==> src/fault_word_pkg.sv <==
`default_nettype none
package fault_word_pkg;

    // command codes seen on the management bus
    localparam logic [7:0] CMD_PAGE = 8'h00;
    localparam logic [7:0] CMD_CLEAR_FAULTS = 8'h03;
    localparam logic [7:0] CMD_SUMMARY_WORD = 8'h79;
    localparam logic [7:0] CMD_STATUS_VOUT = 8'h7a;
    localparam logic [7:0] CMD_STATUS_IOUT = 8'h7b;
    localparam logic [7:0] CMD_STATUS_INPUT = 8'h7c;
    localparam logic [7:0] CMD_STATUS_TEMP = 8'h7d;
    localparam logic [7:0] CMD_STATUS_COMM = 8'h7e;
    localparam logic [7:0] CMD_STATUS_MFR = 8'h80;

    // page selection values
    localparam logic [7:0] PAGE_CHAN_A = 8'h00;
    localparam logic [7:0] PAGE_CHAN_B = 8'h01;
    localparam logic [7:0] PAGE_ALL = 8'hff;
    localparam logic [7:0] PAGE_RESET = 8'h00;

    // summary word bit positions
    localparam int BIT_VOUT = 15;
    localparam int BIT_IOUT = 14;
    localparam int BIT_INPUT = 13;
    localparam int BIT_MFR = 12;
    localparam int BIT_PGOOD = 11;
    localparam int BIT_OFF = 6;
    localparam int BIT_VOUT_OV = 5;
    localparam int BIT_IOUT_OC = 4;
    localparam int BIT_VIN_UV = 3;
    localparam int BIT_TEMP = 2;
    localparam int BIT_COMM = 1;
    localparam int BIT_OTHER = 0;

    // detailed register bit positions that feed individual summary bits
    localparam int VOUT_OVF_BIT = 7;
    localparam int VOUT_UNDER_BIT = 4;
    localparam int IOUT_OCF_BIT = 7;
    localparam int IOUT_WARN_BIT = 5;
    localparam int INPUT_UNDER_BIT = 4;

    // latched summary bits: 15..12 and 5..0
    localparam logic [15:0] LATCH_MASK = 16'hf03f;
    localparam logic [15:0] FLAGS_RESET = 16'h0000;
    localparam logic [15:0] IDLE_WORD = 16'hffff;

    // bits per byte on the serial link
    localparam logic [3:0] BYTE_BITS = 4'h8;
    localparam logic [1:0] MAX_DATA_BYTES = 2'h2;

    typedef enum logic [2:0] {
        ST_IDLE,
        ST_ADDR,
        ST_CMD,
        ST_WDATA,
        ST_ACK,
        ST_RDATA,
        ST_RACK,
        ST_WAIT
    } link_state_t;

endpackage : fault_word_pkg
`default_nettype wire

==> src/summary_latch_if.sv <==
`timescale 1ns/1ps
`default_nettype none
interface summary_latch_if;
    logic [15:0] set_evt;
    logic [15:0] clr_mask;
    logic [15:0] flags;

    modport bank (
        input set_evt,
        input clr_mask,
        output flags
    );

    modport user (
        output set_evt,
        output clr_mask,
        input flags
    );
endinterface : summary_latch_if
`default_nettype wire

==> src/summary_latch_bank.sv <==
`timescale 1ns/1ps
`default_nettype none
module summary_latch_bank (
    // clock and reset
    input wire logic clock_i,
    input wire logic sys_rst_i,
    // set and clear requests, latched flags
    summary_latch_if.bank lat
);

    typedef struct packed {
        logic [15:0] flags;
    } bank_state_t;

    bank_state_t bank_reg;
    bank_state_t bank_next;

    // a set arriving in the same cycle as its clear wins
    always_comb begin
        bank_next = bank_reg;
        bank_next.flags = ((bank_reg.flags & ~lat.clr_mask) | lat.set_evt)
                          & fault_word_pkg::LATCH_MASK;
    end

    always_ff @(posedge clock_i or posedge sys_rst_i) begin
        if (sys_rst_i) begin
            bank_reg <= '0;
        end else begin
            bank_reg <= bank_next;
        end
    end

    assign lat.flags = bank_reg.flags;

endmodule : summary_latch_bank
`default_nettype wire

==> src/paged_fault_summary_word.sv <==
`timescale 1ns/1ps
`default_nettype none
// What this block does
// - Summary word 79h is read only as a two-byte Read Word.
// - Page 00h selects channel A, page 01h selects channel B.
// - With page FFh the summary word reports channel A.
// - Bit 15 latches any output-voltage fault or warning.
// - Bit 14 latches any output-current fault or warning.
// - Bit 13 latches any input voltage or current fault or warning.
// - Bit 12 latches any vendor-specific fault.
// - Bits 10 to 7 always read zero.
// - Bit 6 live, one whenever the channel delivers no power.
// - Bit 5 latches an output overvoltage fault.
// - Bit 4 latches an output overcurrent fault.
// - Bit 3 latches input below the lockout threshold.
// - Bit 2 latches overtemperature fault or warning.
// - Bit 1 latches communication, memory or logic fault.
// - Bit 0 latches other faults such as undervoltage or overcurrent warning.
// - Any write to the summary word is an invalid transaction.
// - Writing one to a detailed status bit also clears its summary bit.
// - Latched flags hold until clear-faults or a write-one clear.
// - Invalid write sets the comm fault flag and asserts alert.
module paged_fault_summary_word #(
    parameter logic [6:0] DEV_ADDR = 7'h40
) (
    // clock and reset
    input wire logic clock_i,
    input wire logic sys_rst_i,
    // management bus pins
    input wire logic scl_i,
    input wire logic sda_i,
    output logic sda_o,
    output logic sda_oe_o,
    output logic alert_o,
    output logic alert_oe_o,
    // channel ready pins
    input wire logic channel_a_ready_pin_i,
    input wire logic channel_b_ready_pin_i,
    // channel state from the power stage logic
    input wire logic power_on_a_i,
    input wire logic power_on_b_i,
    input wire logic [15:0] fault_event_a_i,
    input wire logic [15:0] fault_event_b_i,
    // current page for the other paged registers
    output logic [7:0] page_o
);

    typedef struct packed {
        logic scl_m;
        logic scl_s;
        logic scl_q;
        logic sda_m;
        logic sda_s;
        logic sda_q;
        logic rdy_a_m;
        logic rdy_a_s;
        logic rdy_b_m;
        logic rdy_b_s;
        fault_word_pkg::link_state_t st;
        fault_word_pkg::link_state_t ack_from;
        logic [3:0] bitcnt;
        logic [7:0] shift;
        logic rd;
        logic cmd_ok;
        logic [7:0] cmd;
        logic [1:0] nbytes;
        logic [7:0] wdata;
        logic [15:0] rd_word;
        logic hi_byte;
        logic acked;
        logic bad_read;
        logic sda_low;
        logic [7:0] page;
        logic alert;
    } top_state_t;

    top_state_t s_reg;
    top_state_t s_next;

    summary_latch_if lat_a ();
    summary_latch_if lat_b ();

    logic [15:0] set_a;
    logic [15:0] set_b;
    logic [15:0] clr_a;
    logic [15:0] clr_b;
    logic [15:0] word_a;
    logic [15:0] word_b;

    summary_latch_bank u_bank_a (
        .clock_i(clock_i),
        .sys_rst_i(sys_rst_i),
        .lat(lat_a.bank)
    );

    summary_latch_bank u_bank_b (
        .clock_i(clock_i),
        .sys_rst_i(sys_rst_i),
        .lat(lat_b.bank)
    );

    assign lat_a.set_evt = set_a;
    assign lat_b.set_evt = set_b;
    assign lat_a.clr_mask = clr_a;
    assign lat_b.clr_mask = clr_b;

    // channels touched by a write: all pages means both
    function automatic logic [1:0] page_sel(input logic [7:0] page);
        logic [1:0] sel;
        sel = 2'b01;
        if (page == fault_word_pkg::PAGE_CHAN_B) begin
            sel = 2'b10;
        end else if (page == fault_word_pkg::PAGE_ALL) begin
            sel = 2'b11;
        end
        return sel;
    endfunction : page_sel

    // summary bits cleared by a write-one to a detailed status register;
    // a group bit drops on any write-one to its group, since the detailed
    // bits themselves live outside this block
    function automatic logic [15:0] w1c_mask(input logic [7:0] cmd,
                                             input logic [7:0] d);
        logic [15:0] m;
        m = 16'h0000;
        case (cmd)
            fault_word_pkg::CMD_STATUS_VOUT: begin
                m[fault_word_pkg::BIT_VOUT] = |d;
                m[fault_word_pkg::BIT_VOUT_OV] =
                    d[fault_word_pkg::VOUT_OVF_BIT];
                m[fault_word_pkg::BIT_OTHER] =
                    d[fault_word_pkg::VOUT_UNDER_BIT];
            end
            fault_word_pkg::CMD_STATUS_IOUT: begin
                m[fault_word_pkg::BIT_IOUT] = |d;
                m[fault_word_pkg::BIT_IOUT_OC] =
                    d[fault_word_pkg::IOUT_OCF_BIT];
                m[fault_word_pkg::BIT_OTHER] =
                    d[fault_word_pkg::IOUT_WARN_BIT];
            end
            fault_word_pkg::CMD_STATUS_INPUT: begin
                m[fault_word_pkg::BIT_INPUT] = |d;
                m[fault_word_pkg::BIT_VIN_UV] =
                    d[fault_word_pkg::INPUT_UNDER_BIT];
            end
            fault_word_pkg::CMD_STATUS_TEMP: begin
                m[fault_word_pkg::BIT_TEMP] = |d;
            end
            fault_word_pkg::CMD_STATUS_COMM: begin
                m[fault_word_pkg::BIT_COMM] = |d;
            end
            fault_word_pkg::CMD_STATUS_MFR: begin
                m[fault_word_pkg::BIT_MFR] = |d;
            end
            default: begin
                m = 16'h0000;
            end
        endcase
        return m;
    endfunction : w1c_mask

    // latched part from the banks, live bits 11 and 6, bits 10..7 zero
    always_comb begin
        word_a = lat_a.flags & fault_word_pkg::LATCH_MASK;
        word_a[fault_word_pkg::BIT_PGOOD] = ~s_reg.rdy_a_s;
        word_a[fault_word_pkg::BIT_OFF] = ~power_on_a_i;
        word_b = lat_b.flags & fault_word_pkg::LATCH_MASK;
        word_b[fault_word_pkg::BIT_PGOOD] = ~s_reg.rdy_b_s;
        word_b[fault_word_pkg::BIT_OFF] = ~power_on_b_i;
    end

    always_comb begin
        logic start;
        logic stop;
        logic rise;
        logic fall;
        logic inv;
        logic [1:0] sel;
        logic [15:0] m;
        logic [15:0] w;
        start = 1'b0;
        stop = 1'b0;
        rise = 1'b0;
        fall = 1'b0;
        inv = 1'b0;
        sel = 2'b01;
        m = 16'h0000;
        w = fault_word_pkg::IDLE_WORD;
        s_next = s_reg;
        // event inputs set bits 15..12 and 5..0 per channel
        set_a = fault_event_a_i & fault_word_pkg::LATCH_MASK;
        set_b = fault_event_b_i & fault_word_pkg::LATCH_MASK;
        clr_a = 16'h0000;
        clr_b = 16'h0000;

        // pins cross into the clock domain through two flops each
        s_next.scl_m = scl_i;
        s_next.scl_s = s_reg.scl_m;
        s_next.scl_q = s_reg.scl_s;
        s_next.sda_m = sda_i;
        s_next.sda_s = s_reg.sda_m;
        s_next.sda_q = s_reg.sda_s;
        s_next.rdy_a_m = channel_a_ready_pin_i;
        s_next.rdy_a_s = s_reg.rdy_a_m;
        s_next.rdy_b_m = channel_b_ready_pin_i;
        s_next.rdy_b_s = s_reg.rdy_b_m;

        start = s_reg.scl_s && s_reg.scl_q && s_reg.sda_q && !s_reg.sda_s;
        stop = s_reg.scl_s && s_reg.scl_q && !s_reg.sda_q && s_reg.sda_s;
        rise = s_reg.scl_s && !s_reg.scl_q;
        fall = !s_reg.scl_s && s_reg.scl_q;
        sel = page_sel(s_reg.page);

        // word returned on a read, taken when the read address is acked
        if (s_reg.cmd_ok && s_reg.cmd == fault_word_pkg::CMD_SUMMARY_WORD)
        begin
            w = (s_reg.page == fault_word_pkg::PAGE_CHAN_B) ?
                word_b : word_a;
        end else if (s_reg.cmd_ok && s_reg.cmd == fault_word_pkg::CMD_PAGE)
        begin
            w = {8'h00, s_reg.page};
        end

        if (start) begin
            s_next.st = fault_word_pkg::ST_ADDR;
            s_next.bitcnt = 4'h0;
            s_next.sda_low = 1'b0;
        end else if (stop) begin
            // write transactions take effect at their stop condition
            if (s_reg.cmd_ok && !s_reg.rd) begin
                case (s_reg.cmd)
                    fault_word_pkg::CMD_PAGE: begin
                        if (s_reg.nbytes == 2'h1 &&
                            (s_reg.wdata == fault_word_pkg::PAGE_CHAN_A ||
                             s_reg.wdata == fault_word_pkg::PAGE_CHAN_B ||
                             s_reg.wdata == fault_word_pkg::PAGE_ALL)) begin
                            s_next.page = s_reg.wdata;
                        end else begin
                            inv = 1'b1;
                        end
                    end
                    fault_word_pkg::CMD_CLEAR_FAULTS: begin
                        if (sel[0]) begin
                            clr_a = fault_word_pkg::LATCH_MASK;
                        end
                        if (sel[1]) begin
                            clr_b = fault_word_pkg::LATCH_MASK;
                        end
                        s_next.alert = 1'b0;
                    end
                    fault_word_pkg::CMD_SUMMARY_WORD: begin
                        inv = 1'b1;
                    end
                    fault_word_pkg::CMD_STATUS_VOUT,
                    fault_word_pkg::CMD_STATUS_IOUT,
                    fault_word_pkg::CMD_STATUS_INPUT,
                    fault_word_pkg::CMD_STATUS_TEMP,
                    fault_word_pkg::CMD_STATUS_COMM,
                    fault_word_pkg::CMD_STATUS_MFR: begin
                        if (s_reg.nbytes == 2'h1) begin
                            m = w1c_mask(s_reg.cmd, s_reg.wdata);
                            if (sel[0]) begin
                                clr_a = m;
                            end
                            if (sel[1]) begin
                                clr_b = m;
                            end
                            if (m[fault_word_pkg::BIT_COMM]) begin
                                s_next.alert = 1'b0;
                            end
                        end
                    end
                    default: begin
                        inv = 1'b0;
                    end
                endcase
            end
            if (s_reg.bad_read) begin
                inv = 1'b1;
            end
            if (inv) begin
                set_a[fault_word_pkg::BIT_COMM] |= sel[0];
                set_b[fault_word_pkg::BIT_COMM] |= sel[1];
                s_next.alert = 1'b1;
            end
            s_next.st = fault_word_pkg::ST_IDLE;
            s_next.cmd_ok = 1'b0;
            s_next.bad_read = 1'b0;
            s_next.sda_low = 1'b0;
        end else begin
            case (s_reg.st)
                fault_word_pkg::ST_ADDR,
                fault_word_pkg::ST_CMD,
                fault_word_pkg::ST_WDATA: begin
                    if (rise) begin
                        s_next.shift = {s_reg.shift[6:0], s_reg.sda_s};
                        s_next.bitcnt = s_reg.bitcnt + 4'h1;
                    end else if (fall &&
                                 s_reg.bitcnt == fault_word_pkg::BYTE_BITS)
                    begin
                        s_next.bitcnt = 4'h0;
                        s_next.ack_from = s_reg.st;
                        s_next.st = fault_word_pkg::ST_ACK;
                        s_next.sda_low = 1'b1;
                        if (s_reg.st == fault_word_pkg::ST_ADDR) begin
                            s_next.rd = s_reg.shift[0];
                            if (s_reg.shift[7:1] != DEV_ADDR) begin
                                s_next.st = fault_word_pkg::ST_WAIT;
                                s_next.sda_low = 1'b0;
                            end else if (!s_reg.shift[0]) begin
                                s_next.cmd_ok = 1'b0;
                                s_next.nbytes = 2'h0;
                            end
                        end else if (s_reg.st == fault_word_pkg::ST_CMD) begin
                            s_next.cmd = s_reg.shift;
                            s_next.cmd_ok = 1'b1;
                        end else begin
                            if (s_reg.nbytes == 2'h0) begin
                                s_next.wdata = s_reg.shift;
                            end
                            if (s_reg.nbytes != fault_word_pkg::MAX_DATA_BYTES)
                            begin
                                s_next.nbytes = s_reg.nbytes + 2'h1;
                            end
                        end
                    end
                end
                fault_word_pkg::ST_ACK: begin
                    if (fall) begin
                        s_next.sda_low = 1'b0;
                        if (s_reg.ack_from == fault_word_pkg::ST_ADDR &&
                            s_reg.rd) begin
                            // low byte goes first, both in one transaction
                            s_next.rd_word = w;
                            s_next.hi_byte = 1'b0;
                            s_next.sda_low = ~w[7];
                            s_next.shift = {w[6:0], 1'b0};
                            s_next.bitcnt = 4'h1;
                            s_next.st = fault_word_pkg::ST_RDATA;
                        end else if (s_reg.ack_from ==
                                     fault_word_pkg::ST_ADDR) begin
                            s_next.st = fault_word_pkg::ST_CMD;
                        end else begin
                            s_next.st = fault_word_pkg::ST_WDATA;
                        end
                    end
                end
                fault_word_pkg::ST_RDATA: begin
                    if (fall) begin
                        if (s_reg.bitcnt == fault_word_pkg::BYTE_BITS) begin
                            s_next.sda_low = 1'b0;
                            s_next.st = fault_word_pkg::ST_RACK;
                        end else begin
                            s_next.sda_low = ~s_reg.shift[7];
                            s_next.shift = {s_reg.shift[6:0], 1'b0};
                            s_next.bitcnt = s_reg.bitcnt + 4'h1;
                        end
                    end
                end
                fault_word_pkg::ST_RACK: begin
                    if (rise) begin
                        s_next.acked = ~s_reg.sda_s;
                    end else if (fall) begin
                        if (s_reg.acked && !s_reg.hi_byte) begin
                            s_next.hi_byte = 1'b1;
                            s_next.sda_low = ~s_reg.rd_word[15];
                            s_next.shift = {s_reg.rd_word[14:8], 1'b0};
                            s_next.bitcnt = 4'h1;
                            s_next.st = fault_word_pkg::ST_RDATA;
                        end else begin
                            s_next.st = fault_word_pkg::ST_WAIT;
                            // a one-byte read of the word is not allowed
                            if (!s_reg.hi_byte && s_reg.cmd_ok &&
                                s_reg.cmd ==
                                fault_word_pkg::CMD_SUMMARY_WORD) begin
                                s_next.bad_read = 1'b1;
                            end
                        end
                    end
                end
                default: begin
                    s_next.sda_low = 1'b0;
                end
            endcase
        end
    end

    always_ff @(posedge clock_i or posedge sys_rst_i) begin
        if (sys_rst_i) begin
            s_reg <= '0;
        end else begin
            s_reg <= s_next;
        end
    end

    // both pins are open drain: they only ever pull low
    assign sda_o = 1'b0;
    assign sda_oe_o = s_reg.sda_low;
    assign alert_o = 1'b0;
    assign alert_oe_o = s_reg.alert;
    assign page_o = s_reg.page;

endmodule : paged_fault_summary_word
`default_nettype wire

==> config.mk <==
export PLATFORM = sky130hd
export DESIGN_NAME = paged_fault_summary_word
export DESIGN_NICKNAME = d
export VERILOG_FILES = /design/src/fault_word_pkg.sv /design/src/summary_latch_if.sv /design/src/summary_latch_bank.sv /design/src/paged_fault_summary_word.sv
export SDC_FILE = /design/constraint.sdc
export NUM_CORES = 1
export LEC_CHECK = 0
export BUFFER_PORTS_ARGS = -buffer_cell sky130_fd_sc_hd__buf_2
export CORE_MARGIN = 10
export CORE_UTILIZATION = 49
export DETAILED_ROUTE_END_ITERATION = 6
export MAX_ROUTING_LAYER = met4
export PLACE_DENSITY_LB_ADDON = 0.15
export SYNTH_ARGS = -nofsm -noshare
export SYNTH_HDL_FRONTEND = slang
export SYNTH_SLANG_ARGS = --single-unit
export TNS_END_PERCENT = 10
==> constraint.sdc <==
create_clock -name clock_i -period 2.5 [get_ports clock_i]
set_clock_uncertainty 0.2 [all_clocks]
set_input_delay 0.25 -clock clock_i [delete_from_list [all_inputs] [get_ports clock_i]]
set_output_delay 0.25 -clock clock_i [all_outputs]
set_load 0.05 [all_outputs]
==> impl_metrics.ini, run 1 <==
[worst_setup_path]
r2r-start = s_reg[57]
cp_data_arrival_time_ns = 2.39
worstReg2RegEnd = s_reg[32]
worstSetupPathType = flip-flop to flip-flop
worst_ep_required_time_ns = 2.54
worst_r2r_path_depth = 7
r2r_setup_slack_ns = 0.15
cp-start-kind = flip-flop
worstSetupEndpointType = flip-flop
cp_max_fo = 8

[synthesis]
yosysTopAreaCellShare_pct = 46.9
synthesis.area_um2 = 4640
synthMuxAreaShare_pct = 7.50
synth_area_leaders = dfrtp_1, mux2_2, nand2_1
syn_area_per_cell_um2 = 10.2
synth_xor_xnor_area_share_pct = 0.189
synth_commonest_cells = dfrtp_1, nand2_1, o21ai_0
synth-seq-cells = 87
synth_top_area_cell = dfrtp_1
synth_adder_area_share_pct = 1.35
yosysUniqueCellTypes = 75
yosys_warnings = 0
syn_inst = 453
synth-simple-area-share_pct = 19.6
synth_most_common_cell = dfrtp_1
ys_async_sr_fraction_pct = 100
yosys_most_used_dff = dfrtp_1
synth-seq-area-share_pct = 46.9
synth_top_family_by_area = simple AND/OR/NAND/NOR gates
synth_edf_count = 0
synth_compound_area_share_pct = 19.2

[cells_and_area]
finalNetCount = 557
area_growth_pct = 16.9
n_fill_cell = 811
multi_input_area_um2 = 2230
layout-drive-gt1-share_pct = 24.8
finalInstanceArea_um2 = 5420
regArea_um2 = 2180
largest_reg_flops = 51
n_antenna_cell = 0

[global_routing]
grt.overflow.total = 0
grt_pass1_wl_um = 19800
grt_usage_pct = 17.7
grtUsageMet2_pct = 27.3
use_met1_pct = 23.0
grt_start_max_net_pins = 67
antenna_found_initial = 0
grtUsageMet3_pct = 3.98
grt_pass1_vias = 3708
busiest_layer = met2

[hold_path]
whs_path_depth = 0
hp-start = s_next[75]
min_to = s_next[74]
hold_class = flip-flop to flip-flop

[power_and_ir_drop]
switching_power_uw = 838
clkPwrFrac_pct = 36.7
swShare_pct = 27.5
pwr-share-seq_pct = 52.6
combPwrFrac_pct = 10.6
ir_drop_mv = 0.362
p_leak_uw = 0.00229
power-per-cell-area_nw_per_um2 = 562
p_int_uw = 2210

[clock_network]
numCtsBuffers = 9
h-tree-depth = 3
postCtsSetupRepairBufs = 0
cts_resized = 0
cts_tree = done
cts.clk_slew.worst_paths_ns = 0.09
clock-root-buffer = clkbuf_8
cts_buffer_depth = 2
numClockSinks = 87
insertion_delay_ns = 0.35

[routing]
drt_first_pass_iters = 5
drc_errors = 0
ant_nets = 0
routed_wl_um = 11700
wl_per_cell_um = 18.1
routed_via_density = 5.69
via_count = 3677
drt_iter0_drc = 164

[sta]
hold_viol_final = 0
tns_ns = 0
setup-violations-final = 0
worst_pin_slew_ns = 0.533
drv_slew = 0
post-route-min-period_ns = 2.35
max_freq_ghz = 0.426
period_share_pct = 94.0
relSlewSlack_pct = 64.0
rsz0062_at_grt = no

[floorplan]
core_region_area_um2 = 9240
die-area_um2 = 13800
die_h_um = 117
die_x_um = 117
rows = 35
start_util_pct = 50.2
boundaryPins = 52

[placed_design]
place_area_um2 = 4950
place_hpwl_um = 8600
port_buffers = 37
place_congestion = 0.892

[run_status]
status = finished clean

[job]
maxCapViolCount = 0
==> cell families (layout without fill, tap and decap cells) <==
group           Yosys count  count (layout)
compound gates          125             125
xor+xnor                  1               1
simple gates            156             156
flops                    87              87
fa+ha+maj                 5               5
mux                      31              31
other cells               1               2
buf+inv                  47             110
==> layout by cell type, fill, tap and decap left out, types with 3 or more instances in the layout <==
master | Yosys | final
nand2b_1 | 11 | 11
clkbuf_8 | 0 | 9
nor3_1 | 5 | 5
o221ai_1 | 10 | 10
inv_1 | 15 | 14
a22oi_1 | 6 | 6
mux2_2 | 26 | 26
dlygate4sd3_1 | 0 | 25
nor2_4 | 3 | 3
a21o_2 | 7 | 7
mux2i_1 | 4 | 4
nand2_1 | 51 | 51
o21ai_0 | 38 | 38
ha_1 | 5 | 5
buf_2 | 6 | 37
or4_1 | 3 | 3
a21oi_1 | 10 | 10
dfrtp_1 | 87 | 87
nor4_1 | 4 | 4
and2_1 | 8 | 8
and3_1 | 6 | 6
nand3_1 | 12 | 12
nor2b_1 | 6 | 6
o21a_1 | 5 | 5
nor2_1 | 15 | 15
buf_4 | 12 | 15
a31oi_1 | 11 | 11
nand4_1 | 8 | 8
nor3b_1 | 3 | 3
a21o_1 | 10 | 10
a31o_2 | 4 | 4
==> worst max-delay path, cell delays in order, from the launching register on <==
cell,delay [ns]
dfrtp_1,0.41
inv_1,0.09
ha_1,0.19
nand3b_1,0.27
nor2_4,0.27
nand2_1,0.15
nor2_4,0.28
mux2_2,0.38
==> worst max path at each step <==
| stage | from | cells past startpoint | endpoint | slack, ns |
|---|---|---|---|---|
| after floorplan | s_reg[57] | 7 | s_reg[40] | 0.44 |
| after global placement | s_reg[57] | 7 | s_reg[35] | 0.21 |
| after detailed placement | s_reg[57] | 7 | s_reg[32] | 0.18 |
| after CTS | s_reg[57] | 7 | s_reg[32] | 0.16 |
| after global routing | s_reg[57] | 6 | s_reg[40] | 0.02 |
| final | s_reg[57] | 7 | s_reg[32] | 0.15 |
==> what timing repair did <==
action | in CTS | in global routing
hold endpoints to repair | 45 | 0
hold buffers | 25 | 0
setup endpoints to repair | 0 | 0
==> routing by layer <==
metal	wire, um	vias up	share of wire, %
met4	191	0	1.6
met5	0	-	0
li1	-	1772	-
met2	5600	82	48
met1	5380	1808	46
met3	518	15	4.4
==> per-stage QoR <==
step / instances / hold WS (ns) / power (uW) / util [%] / worst slack, ns
floorplan: 454 / 0.0814 / 1800 / - / 0.437
finish: 646 / 0.143 / 3050 / 58.7 / 0.150
CTS: 646 / 0.149 / 3070 / 58.7 / 0.158
global route: 646 / 0.168 / 3190 / 58.7 / 0.0169
detailed placement: 605 / 0.117 / 1920 / 53.5 / 0.180
global placement: 605 / 0.107 / 1910 / 53.5 / 0.214
==> area by class of cell <==
type	count	share of cell area (%)
multi-input combinational	320	41.1
sequential	87	40.1
timing repair buffer	78	10.5
tap	129	2.98
clock buffer	9	2.28
clock inverter	7	1.89
inverter	16	1.18
==> power by group through the flow <==
| stage | logic (uW) | clock network, uW | registers (uW) |
|---|---|---|---|
| floorplan | 225 | 0 | 1570 |
| global placement | 286 | 0 | 1630 |
| detailed placement | 292 | 0 | 1630 |
| CTS | 326 | 1150 | 1600 |
| global route | 366 | 1210 | 1620 |
| finish | 324 | 1120 | 1610 |
Note: power is estimated with default switching activity, not from simulation.
==> run 2, diff against run 1 <==
Settings changed: ABC_AREA from default to 1.
==> run 2 against run 1 <==
- critical path depth grew 1
- core utilization shrank 0.27 points
- maximum frequency grew 8.2%
- synthesized cell count grew 60%
- die area grew 6.2%
- routed wire length grew 8.8%
- largest power group unchanged
- sequential share of layout area shrank 2.4 points
- global-route usage grew 1.1 points
- setup slack gained 0.18 ns
- non-clock buffer count shrank 6
- clock power shrank 8%
==> impl_metrics.ini, run 2 <==
[run_status]
status = finished clean

[routing]
routed_via_density = 5.02
drc_errors = 0
routed_wl_um = 12700
wl_per_cell_um = 13.7
via_count = 4655
ant_nets = 0
drt_iter0_drc = 389
drt_first_pass_iters = 6

[cells_and_area]
final_common_cell = nand2_1
layout-drive-gt1-share_pct = 12.9
fin_cells = 927
largest_reg_flops = 51
finalInstanceArea_um2 = 5760
regArea_um2 = 2180
area_growth_pct = 15.6
post-route-util_pct = 58.4
finalNetCount = 833
multi_input_area_um2 = 2310
n_fill_cell = 945
final_cell_mix = nand2_1, inv_1, dfrtp_1

[placed_design]
place_area_um2 = 5310
place_congestion = 0.954
place_inst = 885
place_hpwl_um = 9340
port_buffers = 37

[power_and_ir_drop]
p_leak_uw = 0.00317
power-per-cell-area_nw_per_um2 = 525
ir_drop_mv = 0.348

[synthesis]
synth_edf_count = 0
synth-seq-cells = 87
yosys_warnings = 0
yosys_most_used_dff = dfrtp_1
synth-seq-area-share_pct = 43.7
yosysTopAreaCellShare_pct = 43.7
synth_area_leaders = dfrtp_1, nand2_1, nand3_1
synth_top_area_cell = dfrtp_1
yosysUniqueCellTypes = 32
syn_area_per_cell_um2 = 6.89
synthesis.area_um2 = 4980
ys_async_sr_fraction_pct = 100
syn_inst = 724
synth_most_common_cell = nand2_1
synth_commonest_cells = nand2_1, inv_1, dfrtp_1

[global_routing]
grt_pass1_wl_um = 21700
grt.overflow.total = 0
grt_start_max_net_pins = 88
antenna_found_initial = 1
grt_usage_pct = 18.8
grt_pass1_vias = 4573

[clock_network]
clock-root-buffer = clkbuf_8
h-tree-depth = 3
ctsHoldBuffers = 25
numCtsBuffers = 9
numClockSinks = 87
cts_resized = 0
insertion_delay_ns = 0.37
cts_buffer_depth = 2
postCtsSetupRepairBufs = 0
cts.clk_slew.worst_paths_ns = 0.10
cts_tree = done

[sta]
finalHoldWorstSlack_ns = 0.159
hold_viol_final = 0
max_freq_ghz = 0.460
post-route-min-period_ns = 2.17
relSlewSlack_pct = 65.6
rsz0062_at_grt = no
tns_ns = 0
worst_pin_slew_ns = 0.514
setup-violations-final = 0
drv_slew = 0
period_share_pct = 86.9

[floorplan]
start_util_pct = 50.5
rows = 36
boundaryPins = 52
die_x_um = 121
core_region_area_um2 = 9860
die-area_um2 = 14600
die_h_um = 121

[worst_setup_path]
worst_ep_required_time_ns = 2.55
worstSetupEndpointType = flip-flop
cp_max_fo = 14
r2r-start = s_reg[57]
cp_data_arrival_time_ns = 2.23
cp-start-kind = flip-flop
worstSetupPathType = flip-flop to flip-flop
crit_start = s_reg[57]

[hold_path]
hp-start = s_next[67]
hold_class = flip-flop to flip-flop

[job]
maxCapViolCount = 0
[run 2: cell type report]
class | count | area share [%]
antenna | 1 | 0.0434
clock buffer | 9 | 2.15
clock inverter | 7 | 1.39
inverter | 99 | 6.53
multi-input combinational | 519 | 40.2
sequential | 87 | 37.8
tap | 133 | 2.89
timing repair buffer | 72 | 9.07
[run 2: report_power, final]
group | internal [uW] | leakage [uW] | switching (uW) | total [uW]
Sequential | 1490 | 0.00106 | 113 | 1600
Clock | 472 | 0.0000964 | 554 | 1030
Combinational | 155 | 0.00202 | 246 | 401
[run 2: path summary, 6_finish.rpt]
| check | endpoint | cells past startpoint | slack, ns |
|---|---|---|---|
| max reg2reg | s_reg[32] | 8 | 0.33 |
| max | s_reg[32] | 8 | 0.33 |
| min | s_reg[67] | 0 | 0.16 |
| min in group asynchronous | s_reg[62] | 4 | 0.34 |
| max in group asynchronous | u_bank_a.lat.flags[1] | 4 | 1.38 |
| min reg2reg | s_reg[67] | 0 | 0.16 |
[run 2: metrics by stage]
step	total power [uW]	setup WS, ns
finish	3030	0.328
global placement	1990	0.375
floorplan	1870	0.666
CTS	3050	0.311
global route	3200	0.137
detailed placement	2000	0.331
[run 2: per-layer routing]
metal	global-route usage (%)	vias up	share of wire [%]
met5	-	-	0
met4	6.18	0	1.9
met3	3.68	18	5.7
met2	28.2	141	45
met1	25.0	2131	48
li1	-	2365	-
[run 2: worst max-delay path: stages (launching register included)]
cell and delay, ns:
dfrtp_1 0.43, inv_1 0.09, ha_1 0.14, nand2_1 0.06, nor2_1 0.15, nand2_1 0.13, nor2_2 0.23, nand3_2 0.28
mux2_2 0.36
[run 2: cells by family (layout without fill, tap and decap cells)]
logic type | count (synthesis) | count (layout) | synth area share, %
AO/OA/AOI/OAI | 53 | 53 | 5.52
AND/OR/NAND/NOR | 456 | 456 | 38.9
adder cells (fa/ha/maj) | 5 | 5 | 1.26
buffers and inverters | 119 | 187 | 9.96
multiplexers | 2 | 2 | 0.452
other | 1 | 3 | 0.0752
flip-flops | 87 | 87 | 43.7
XOR/XNOR | 1 | 1 | 0.176
==> run 3, diff against run 2 <==
Settings changed: HOLD_SLACK_MARGIN from default to 0.03, PLACE_DENSITY_LB_ADDON 0.15 to 0.1.
Clock period 2.5 ns to 1.9 ns, I/O delays scaled along.
==> run 3 against run 2 <==
- maximum frequency is 19% higher
- via count up 2.2%
- combinational power rose by 65%
- final area rose by 6.1%
- register-to-register slack got worse by 0.25 ns
- routed wire length increased by 2.7%
- hold slack worse by 0.0062 ns
- global-route usage rose by 0.24 points
- clock-buffer cell count up 1
- die area unchanged
- clock power grew 28%
- largest power group unchanged
- highest routed layer unchanged
==> impl_metrics.ini, run 3 (same netlist as run 2, synthesis figures left out) <==
[run_status]
status = finished clean

[clock_network]
cts_tree = done
numCtsBuffers = 9
numClockSinks = 87
insertion_delay_ns = 0.36
cts_buffer_depth = 2
clock-root-buffer = clkbuf_8
h-tree-depth = 3
cts.clk_slew.worst_paths_ns = 0.08

[sta]
drv_slew = 0
max_freq_ghz = 0.549
hold_viol_final = 0
period_share_pct = 95.9
setup_slack_ns = 0.0780
rsz0062_at_grt = yes
post-route-min-period_ns = 1.82
setup-violations-final = 0

[floorplan]
core_region_area_um2 = 9860
die_h_um = 121
boundaryPins = 52
die-area_um2 = 14600
rows = 36
start_util_pct = 50.5
die_x_um = 121

[global_routing]
grt_start_max_net_pins = 48
grt_pass1_wl_um = 22200
antenna_found_initial = 0
grt_usage_pct = 19.1
grt_pass1_vias = 4570
grt.overflow.total = 0

[worst_setup_path]
crit_buf_inv = 2
crit_family = simple AND/OR/NAND/NOR gates
worstSetupEndpointType = flip-flop
critPathMaxStageDelay_ns = 0.39
worst_ep_required_time_ns = 1.94
worstSetupPathType = flip-flop to flip-flop
cp_data_arrival_time_ns = 1.86
cp_cell_sequence = inv_1, ha_1, nand2_2, nor2_4, nand2_2, nor2_4, buf_4, nand2_1, nand2_1, o21ai_0
crit_path_top_delay_cell = dfrtp_1
cp-start-kind = flip-flop
cp_max_fo = 4

[placed_design]
place_congestion = 0.974
place_hpwl_um = 9970
pre_cts_ws_ns = 0.00514
place_inst = 915
port_buffers = 37

[routing]
drc_errors = 0
routed_wl_um = 13100
wl_per_cell_um = 13.6
drt_iter0_drc = 371
ant_nets = 0
via_count = 4757
routed_via_density = 4.95
drt_first_pass_iters = 5

[cells_and_area]
largest_reg_flops = 51
final_cell_mix = nand2_1, inv_1, dfrtp_1
layout-drive-gt1-share_pct = 19.0
final_common_cell = nand2_1
post-route-util_pct = 62.0
fin_cells = 961
finalNetCount = 868
area_growth_pct = 22.7
n_antenna_cell = 0

[hold_path]
hold_class = flip-flop to flip-flop

[job]
maxCapViolCount = 0

[power_and_ir_drop]
p_leak_uw = 0.00335
power-per-cell-area_nw_per_um2 = 666
p_total_uw = 4070
ir_drop_mv = 0.556
run 3: final cells by class:
type                       count  area [um^2]
inverter                      99          382
tap                          133          166
sequential                    87         2180
timing repair buffer         107          793
clock buffer                  10          128
clock inverter                 6         70.1
fill                         932         3750
multi-input combinational    519         2390
run 3: through the flow:
stage	setup TNS, ns	instance area (um^2)	hold WS, ns
6_report	0	6110	0.153
5_1_grt	-0.246	6110	0.164
4_1_cts	0	5990	0.142
3_5_place_dp	0	5530	0.0418
3_3_place_gp	0	5530	0.0447
2_1_floorplan	0	4990	0.0214
run 3: worst register-to-register path: cells and delay by family (launching register included):
family,cells,cell delay [ns]
AND/OR/NAND/NOR,6,0.63
flip-flops,1,0.39
buffers and inverters,2,0.23
adder cells (fa/ha/maj),1,0.16
AO/OA/AOI/OAI,1,0.09
run 3: worst paths after layout:
check / from / slack (ns) / cells past startpoint / endpoint
max: s_reg[57] / 0.08 / 10 / s_reg[37]
min: s_next[72] / 0.15 / 0 / s_next[71]
max reg2reg: s_reg[57] / 0.08 / 10 / s_reg[37]
min reg2reg: s_next[72] / 0.15 / 0 / s_next[71]
max in group asynchronous: sys_rst_i / 0.67 / 4 / s_reg[33]
min in group asynchronous: sys_rst_i / 0.19 / 3 / s_reg[47]
run 3: report_power, final:
| group | leakage, uW | switching [uW] | internal, uW |
|---|---|---|---|
| sequential | 0.00105 | 126 | 1960 |
| clock | 0.0000891 | 707 | 615 |
| combinational | 0.00221 | 377 | 283 |
| total | 0.00335 | 1210 | 2860 |
run 3: repair_timing:
| action | 4_1_cts | 5_1_grt |
|---|---|---|
| pin swaps | 0 | 6 |
| gates resized for setup | 2 | 30 |
| hold buffers | 25 | 0 |
| endpoints found under the hold margin | 46 | 0 |
| buffers inserted | 0 | 5 |
| endpoints found under the setup margin | 5 | 59 |
| cloned | 0 | 0 |
run 3: routing by layer:
metal  global-route usage (%)  vias to the layer above  part of all wire (%)
li1                         -                     2429                     -
met1                     26.4                     2219                    50
met2                     28.1                       96                    44
met3                     2.61                       13                   4.0
met4                     6.26                        0                   1.5
met5                        -                        -                     0
